**src/iorb_pkg.sv**
```systemverilog
// Purpose: Shared constants and types for the increment/OR/rotate/branch execution datapath
// Assumes: 8-bit data path, 7-bit file address, 13-bit program counter
// Notes:   Opcode selection is a small enum carried on the instruction port

package iorb_pkg;

  // Operation select
  typedef enum logic [2:0] {
    IORB_OP_NONE,
    IORB_OP_INCREMENT_SKIP_IF_ZERO,
    IORB_OP_INCREMENT_FILE,
    IORB_OP_UNCONDITIONAL_BRANCH,
    IORB_OP_OR_LITERAL,
    IORB_OP_OR_FILE,
    IORB_OP_ROTATE_LEFT_CARRY
  } iorb_op_e;

  // Widths
  localparam int IORB_DATA_W = 8;
  localparam int IORB_ADDR_W = 7;
  localparam int IORB_CNT_W  = 13;
  localparam int IORB_K11_W  = 11;

  // Field positions
  localparam int IORB_PAGE_LO    = 3;
  localparam int IORB_PAGE_HI    = 4;
  localparam int IORB_MSB        = 7;
  localparam int IORB_DEST_FILE  = 1;

  // Values after reset
  localparam logic [7:0]  IORB_W_RST     = 8'h00;
  localparam logic [12:0] IORB_CNT_RST   = 13'h0000;
  localparam logic        IORB_FLAG_RST  = 1'h0;
  localparam logic        IORB_PULSE_RST = 1'h0;
  localparam logic [6:0]  IORB_WADDR_RST = 7'h00;
  localparam logic [7:0]  IORB_WDATA_RST = 8'h00;

  // Instruction cycles taken by a branch or a skipped slot
  localparam int IORB_BRANCH_CYCLES = 2;

endpackage : iorb_pkg

```
**src/iorb_alu.sv**
```systemverilog
// Purpose: Combinational result and flag logic for the six supported operations
// Assumes: Operands are stable for the whole instruction cycle
// Notes:   Pure logic, no state

`timescale 1ns/1ps
`default_nettype none

module iorb_alu
  import iorb_pkg::*;
(
  // Operation and operands
  input  wire iorb_op_e   op,
  input  wire logic [7:0] w_val,
  input  wire logic [7:0] file_val,
  input  wire logic [7:0] literal,
  input  wire logic       carry_in,
  // Results
  output logic [7:0]      result,
  output logic            zero,
  output logic            carry_out
);

  wire [7:0] sum_inc  = file_val + 8'h01;
  wire [7:0] or_lit   = w_val | literal;
  wire [7:0] or_file  = w_val | file_val;
  wire [7:0] rot_left = {file_val[IORB_MSB-1:0], carry_in}; // Old carry into bit 0

  // Result selection per operation
  assign result = (op == IORB_OP_INCREMENT_SKIP_IF_ZERO) ? sum_inc :
                  (op == IORB_OP_INCREMENT_FILE)         ? sum_inc :
                  (op == IORB_OP_OR_LITERAL)             ? or_lit  :
                  (op == IORB_OP_OR_FILE)                ? or_file :
                  (op == IORB_OP_ROTATE_LEFT_CARRY)      ? rot_left :
                  8'h00;

  // Zero test on the full 8-bit result
  assign zero      = (result == 8'h00);
  // Old bit 7 becomes new carry
  assign carry_out = file_val[IORB_MSB];

endmodule // iorb_alu

`default_nettype wire

```
**src/iorb_exec.sv**
```systemverilog
// Purpose: Execution datapath for increment, OR, rotate-left and unconditional branch
// Assumes: One instruction presented per CLK cycle with INSTR_VALID; file data read combinationally
// Notes:   A skipped or branch-flushed slot ignores the instruction of the next cycle, valid or not,
//          and leaves the program counter where it is; NOP_SLOT marks that slot.
//          File write address and data are captured every cycle and only
//          qualified by FILE_WE, so a consumer must look at the strobe.
//          Working register and flags change only for the classes that own
//          them; branch and increment-skip leave both flags alone.
//          All outputs are registered; results appear one cycle after issue.

`timescale 1ns/1ps
`default_nettype none

module iorb_exec
  import iorb_pkg::*;
(
  // Clock and reset
  input  wire logic        CLK,
  input  wire logic        RST_B,
  // Instruction
  input  wire logic        INSTR_VALID,
  input  wire iorb_op_e    INSTR_OP,
  input  wire logic [6:0]  FILE_ADDR,
  input  wire logic        DEST_SEL,
  input  wire logic [7:0]  LITERAL,
  input  wire logic [10:0] BRANCH_TARGET,
  // File register read data and page latch
  input  wire logic [7:0]  FILE_RDATA,
  input  wire logic [7:0]  PROGRAM_PAGE_LATCH,
  // File register write port
  output logic             FILE_WE,
  output logic [6:0]       FILE_WADDR,
  output logic [7:0]       FILE_WDATA,
  // Architectural state
  output logic [7:0]       W_REG,
  output logic             ZERO_FLAG,
  output logic             CARRY_FLAG,
  output logic [12:0]      PROGRAM_COUNTER,
  output logic             COUNTER_LOADED,
  output logic             NOP_SLOT
);

  logic [7:0] alu_result;
  logic       alu_zero;
  logic       alu_carry;
  logic       flush;

  // Result and flag computation
  iorb_alu u_alu (
    .op        (INSTR_OP),
    .w_val     (W_REG),
    .file_val  (FILE_RDATA),
    .literal   (LITERAL),
    .carry_in  (CARRY_FLAG),
    .result    (alu_result),
    .zero      (alu_zero),
    .carry_out (alu_carry)
  );

  // Instruction decode; a flushed slot executes as a no-op
  wire go        = INSTR_VALID & ~flush;
  wire is_incsz  = go & (INSTR_OP == IORB_OP_INCREMENT_SKIP_IF_ZERO);
  wire is_inc    = go & (INSTR_OP == IORB_OP_INCREMENT_FILE);
  wire is_branch = go & (INSTR_OP == IORB_OP_UNCONDITIONAL_BRANCH);
  wire is_orlit  = go & (INSTR_OP == IORB_OP_OR_LITERAL);
  wire is_orf    = go & (INSTR_OP == IORB_OP_OR_FILE);
  wire is_rot    = go & (INSTR_OP == IORB_OP_ROTATE_LEFT_CARRY);
  wire file_op   = is_incsz | is_inc | is_orf | is_rot;

  // Destination routing
  wire to_file   = file_op & (DEST_SEL == 1'(IORB_DEST_FILE));
  wire to_w      = (file_op & (DEST_SEL != 1'(IORB_DEST_FILE))) | is_orlit;

  // Flag updates: zero for OR and plain increment only, carry for rotate only
  wire upd_zero  = is_inc | is_orlit | is_orf;
  wire upd_carry = is_rot;

  // Skip on zero result, none otherwise; branch always flushes one slot
  wire skip      = is_incsz & alu_zero;
  wire next_flush = skip | is_branch;

  // Counter sequencing: advances only for an executed instruction,
  // a branch replaces it outright, and the slot after a branch or taken
  // skip holds it, so the discarded word costs exactly one cycle
  // Branch target: page bits above the 11-bit immediate
  wire [12:0] branch_addr  = {PROGRAM_PAGE_LATCH[IORB_PAGE_HI:IORB_PAGE_LO], BRANCH_TARGET};
  // Sequential successor; the 13-bit counter wraps from the top to zero
  wire [12:0] seq_addr     = PROGRAM_COUNTER + 13'h0001;
  // An empty or flushed slot holds the counter
  wire [12:0] next_counter = is_branch ? branch_addr : (go ? seq_addr : PROGRAM_COUNTER);

  // Next architectural values; each register holds unless its own
  // instruction class writes it, so skip and branch never disturb flags
  wire [7:0]  next_w       = to_w ? alu_result : W_REG;
  wire        next_zero    = upd_zero ? alu_zero : ZERO_FLAG;
  wire        next_carry   = upd_carry ? alu_carry : CARRY_FLAG;

  // Next write-port values; address and data follow every cycle and are
  // only meaningful while the strobe is high, which keeps the path short
  wire        next_file_we = to_file;
  wire [6:0]  next_waddr   = FILE_ADDR;
  wire [7:0]  next_wdata   = alu_result;

  // Branch-taken pulse, one cycle after the branch executes
  wire        next_loaded  = is_branch;

  // Working register
  // Written by OR-literal and by file operations with destination bit 0
  // Rotate reads the registered carry, so back-to-back rotates chain
  always_ff @(posedge CLK or negedge RST_B) begin
    if (!RST_B) begin
      W_REG <= IORB_W_RST;
    end else begin
      W_REG <= next_w;
    end
  end

  // Zero flag
  // Updated only by OR and plain increment; others leave it alone
  always_ff @(posedge CLK or negedge RST_B) begin
    if (!RST_B) begin
      ZERO_FLAG <= IORB_FLAG_RST;
    end else begin
      ZERO_FLAG <= next_zero;
    end
  end

  // Carry flag
  // Updated only by rotate; old bit 7 of the operand moves in
  always_ff @(posedge CLK or negedge RST_B) begin
    if (!RST_B) begin
      CARRY_FLAG <= IORB_FLAG_RST;
    end else begin
      CARRY_FLAG <= next_carry;
    end
  end

  // File write strobe
  // One cycle per write; never raised for branch or OR-literal
  always_ff @(posedge CLK or negedge RST_B) begin
    if (!RST_B) begin
      FILE_WE <= IORB_PULSE_RST;
    end else begin
      FILE_WE <= next_file_we;
    end
  end

  // File write address
  // Captured every cycle; qualified by the strobe
  always_ff @(posedge CLK or negedge RST_B) begin
    if (!RST_B) begin
      FILE_WADDR <= IORB_WADDR_RST;
    end else begin
      FILE_WADDR <= next_waddr;
    end
  end

  // File write data
  // Captured every cycle; qualified by the strobe
  always_ff @(posedge CLK or negedge RST_B) begin
    if (!RST_B) begin
      FILE_WDATA <= IORB_WDATA_RST;
    end else begin
      FILE_WDATA <= next_wdata;
    end
  end

  // Program counter
  // Loaded by a branch, else advanced per executed instruction
  // A skipped word is never counted, so the flushed slot holds it
  always_ff @(posedge CLK or negedge RST_B) begin
    if (!RST_B) begin
      PROGRAM_COUNTER <= IORB_CNT_RST;
    end else begin
      PROGRAM_COUNTER <= next_counter;
    end
  end

  // Branch-loaded pulse
  // High for the one cycle in which the new counter value first shows
  always_ff @(posedge CLK or negedge RST_B) begin
    if (!RST_B) begin
      COUNTER_LOADED <= IORB_PULSE_RST;
    end else begin
      COUNTER_LOADED <= next_loaded;
    end
  end

  // No-op slot pulse
  // Marks the slot whose instruction is discarded
  // Stands one cycle, in step with the internal flush
  always_ff @(posedge CLK or negedge RST_B) begin
    if (!RST_B) begin
      NOP_SLOT <= IORB_PULSE_RST;
    end else begin
      NOP_SLOT <= next_flush;
    end
  end

  // Pending flush
  // Blocks decode of the slot after a branch or taken skip
  // Cleared after one slot even when that slot carries no instruction
  always_ff @(posedge CLK or negedge RST_B) begin
    if (!RST_B) begin
      flush <= IORB_PULSE_RST;
    end else begin
      flush <= next_flush;
    end
  end

endmodule // iorb_exec

`default_nettype wire

```
**config.mk**
```make
export PLATFORM = sky130hd
export DESIGN_NAME = iorb_exec
export DESIGN_NICKNAME = d
export VERILOG_FILES = /design/src/iorb_pkg.sv /design/src/iorb_alu.sv /design/src/iorb_exec.sv
export SDC_FILE = /design/constraint.sdc
export NUM_CORES = 1
export LEC_CHECK = 0
export BUFFER_PORTS_ARGS = -buffer_cell sky130_fd_sc_hd__buf_2
export CORE_AREA = 2 2 77 79
export CTS_CLUSTER_SIZE = 28
export DETAILED_ROUTE_END_ITERATION = 16
export DIE_AREA = 0 0 79 81
export MAX_ROUTING_LAYER = met4
export PLACE_DENSITY = 0.69
export SLEW_MARGIN = 20
export SYNTH_ARGS = -nofsm -noshare
export SYNTH_HDL_FRONTEND = slang
export SYNTH_SLANG_ARGS = --single-unit
```
**constraint.sdc**
```tcl
create_clock -name CLK -period 1.7 [get_ports CLK]
set_input_delay 0.255 -clock CLK [delete_from_list [all_inputs] [get_ports CLK]]
set_output_delay 0.255 -clock CLK [all_outputs]
set_load 0.01 [all_outputs]
```
==> flow_summary.ini <==
[synth]
yosys-top-cells-area = dfrtp_1 (48%), a21oi_1 (5.1%), nand2_1 (4.7%)
synth-compound-area-share_pct = 18.9
syn_nets = 290
synth-simple-area-share_pct = 22.2
synth-xor-area-share_pct = 2.45
async_flop_share_pct = 100
syn_area_um2 = 2140
synth_cell_types = 45
synth_top_family_by_area = simple AND/OR/NAND/NOR gates
synth_edf_count = 0
yosysWarnings = 0
muxShareOfSynthArea_pct = 3.10
yosys.area.top_type_share_pct = 47.9
yosys.area.top_type = dfrtp_1
synth-seq-area-share_pct = 47.9
synthCells = 239
synth_most_common_cell = dfrtp_1
avgSynthCellArea_um2 = 8.96
synth_common_cells = dfrtp_1 (41), nand2_1 (27), nor2_1 (23)
synth-adder-area-share_pct = 1.17
ys_ff_latch = 41
synth_ff_type = dfrtp_1

[die]
core_region_area_um2 = 5680
die_w_um = 79
num_rows = 28
ios = 90
die_y_um = 81
die-area_um2 = 6400
start_util_pct = 37.7

[worst_hold_path]
hp-start = FILE_ADDR[6]
hp-class = input pin to flip-flop

[clocking]
cts_tree = done
clock-sinks = 41
cts_max_path_buffers = 2
insertion_delay_ns = 0.29
cts_buffers = 5
cts_root_buffer = clkbuf_8
htree_num_levels = 2
path_clk_slew_ns = 0.08

[routing]
num_vias = 2261
drt_first_pass_iters = 5
drc = 0
m1WireLength_mm = 2.54
wire_per_inst_um = 13.0
ant_nets = 0
vias_per_cell = 5.09
wl_met3_um = 380
routed_wirelength_mm = 5.79
routed.top_layer = met4
drt_iter0_markers = 89
wl_met2_mm = 2.73

[critical_path]
startpoint = W_REG[2]$_DFFE_PN0P_
critPathArrivalTime_ns = 1.95
worstSetupEndpointType = flip-flop
crit_type = flip-flop to flip-flop
r2r_setup_slack_ns = -0.05
critPathRequiredTime_ns = 1.90
critical_path_peak_fanout = 4
r2r_start = W_REG[2]$_DFFE_PN0P_
critPathLaunchType = flip-flop

[timing]
grt_setup_unrepaired = yes
setup_ws_ns = -0.0487
finalCritPeriodShare_pct = 103
fin_skew_ns = 0.00799
hold_slack_ns = 0.0597
worst_pin_slew_ns = 0.461
drv_slew = 0
setup_violations = 2
tns_ns = -0.0962
maxSlewHeadroom_pct = 69.2
fmax_ghz = 0.572
hold_viol_final = 0
period_needed_ns = 1.75

[pwr]
internal_power_w = 0.00224
power.share.sequential_pct = 40.6
p_sw_share_pct = 31.3
clockPowerShare_pct = 28.1
ir_worst_vdd_mv = 0.555
power_switching_w = 0.00102
pwr-share-comb_pct = 31.4
p_leak_nw = 1.58
p_per_area_nw_per_um2 = 1020

[place]
dp_hpwl_mm = 4.45
io_buffers = 83
finalWeightedCongestion = 0.913

[run_status]
failed_checks = setup timing
status = finished, violations left

[job]
drv_cap = 0

[grt]
grt_max_degree = 26
grt_pass1_wl_mm = 9.59
antenna_found_initial = 0
grt_pass1_vias = 2155
overflow = 0
track_usage_pct = 19.7

[cells_and_area]
fin_nets = 419
fill_cells = 522
multi_input_area_um2 = 1060
final-seq-area_um2 = 1030
drive_gt1_share_pct = 42.8
area_growth_pct = 49.3
num_antenna_cells = 0
[worst paths after layout]
kind | to | cells past startpoint
hold reg to reg | ZERO_FLAG$_DFFE_PN0P_ | 2
hold / removal | FILE_WADDR[6]$_DFF_PN0_ | 1
setup reg to reg | ZERO_FLAG$_DFFE_PN0P_ | 6
setup / recovery | ZERO_FLAG$_DFFE_PN0P_ | 6
min in group asynchronous | PROGRAM_COUNTER[6]$_DFFE_PN0P_ | 2
max in group asynchronous | FILE_WDATA[1]$_DFF_PN0_ | 3
[worst max-delay path: stages, from the launching register on]
cell	delay (ns)
dfrtp_1	0.42
nor2_1	0.14
a21oi_1	0.08
a32oi_1	0.23
nand2_1	0.10
or4_4	0.50
o31ai_2	0.18
[cell usage in the layout (no fill, tap or decap), drive strengths merged, types with 9 or more instances in the layout]
| cell | Yosys | routed |
|---|---|---|
| nand3 | 13 | 13 |
| buf | 6 | 134 |
| nor2 | 23 | 23 |
| inv | 9 | 9 |
| dfrtp | 41 | 41 |
| a21oi | 23 | 23 |
| o21ai | 26 | 26 |
| nand2 | 27 | 27 |
[metal layers]
metal	vias to the layer above	track usage (%)
met5	-	-
met3	13	4.00
met4	0	8.28
met1	1037	24.1
li1	1117	-
met2	94	31.9
[state kept, by name, summed over array words and instances (netlist names), 7 cells and up]
name / flops
PROGRAM_COUNTER: 13
FILE_WDATA: 8
FILE_WADDR: 7
W_REG: 8
[cell families after synthesis]
group / after synthesis
multiplexers: 6
AO/OA/AOI/OAI: 68
XOR/XNOR: 6
flip-flops: 41
adder cells (fa/ha/maj): 2
AND/OR/NAND/NOR: 94
buffers and inverters: 22
[cell type report]
| type | instances | share of cell area, % |
|---|---|---|
| Clock inverter | 3 | 2.04 |
| Multi-Input combinational cell | 176 | 33.3 |
| Sequential cell | 41 | 32.1 |
| Timing Repair Buffer | 135 | 26.4 |
| Inverter | 9 | 1.06 |
| Clock buffer | 5 | 2.15 |
| Tap cell | 75 | 2.94 |
[metrics by stage]
step                total power [W]  instance area (um2)  util, %  setup slack [ns]  instances
floorplan                   0.00180                 2160        -           -0.0541        239
global placement            0.00230                 2970     52.3            -0.205        429
detailed placement          0.00233                 2970     52.3            -0.236        429
CTS                         0.00330                 3190     56.2           -0.0472        445
global route                0.00349                 3200     56.3            -0.133        444
finish                      0.00327                 3200     56.3           -0.0487        444
[timing repair]
action	4_1_cts	5_1_grt
setup buffers	7	0
endpoints found under the setup margin	2	5
resized for setup	5	3
pin swaps	6	2
endpoints found under the hold margin	16	0
hold buffers	1	0
[power by group through the flow]
| stage | clock, W | sequential, W | combinational, W |
|---|---|---|---|
| final | 0.000916 | 0.00132 | 0.00103 |
| after global routing | 0.000992 | 0.00136 | 0.00114 |
| after CTS | 0.000946 | 0.00132 | 0.00103 |
| after detailed placement | 0 | 0.00134 | 0.000984 |
| after global placement | 0 | 0.00134 | 0.000968 |
| after floorplan | 0 | 0.00142 | 0.000381 |
Power figures use the tool's default switching activity.
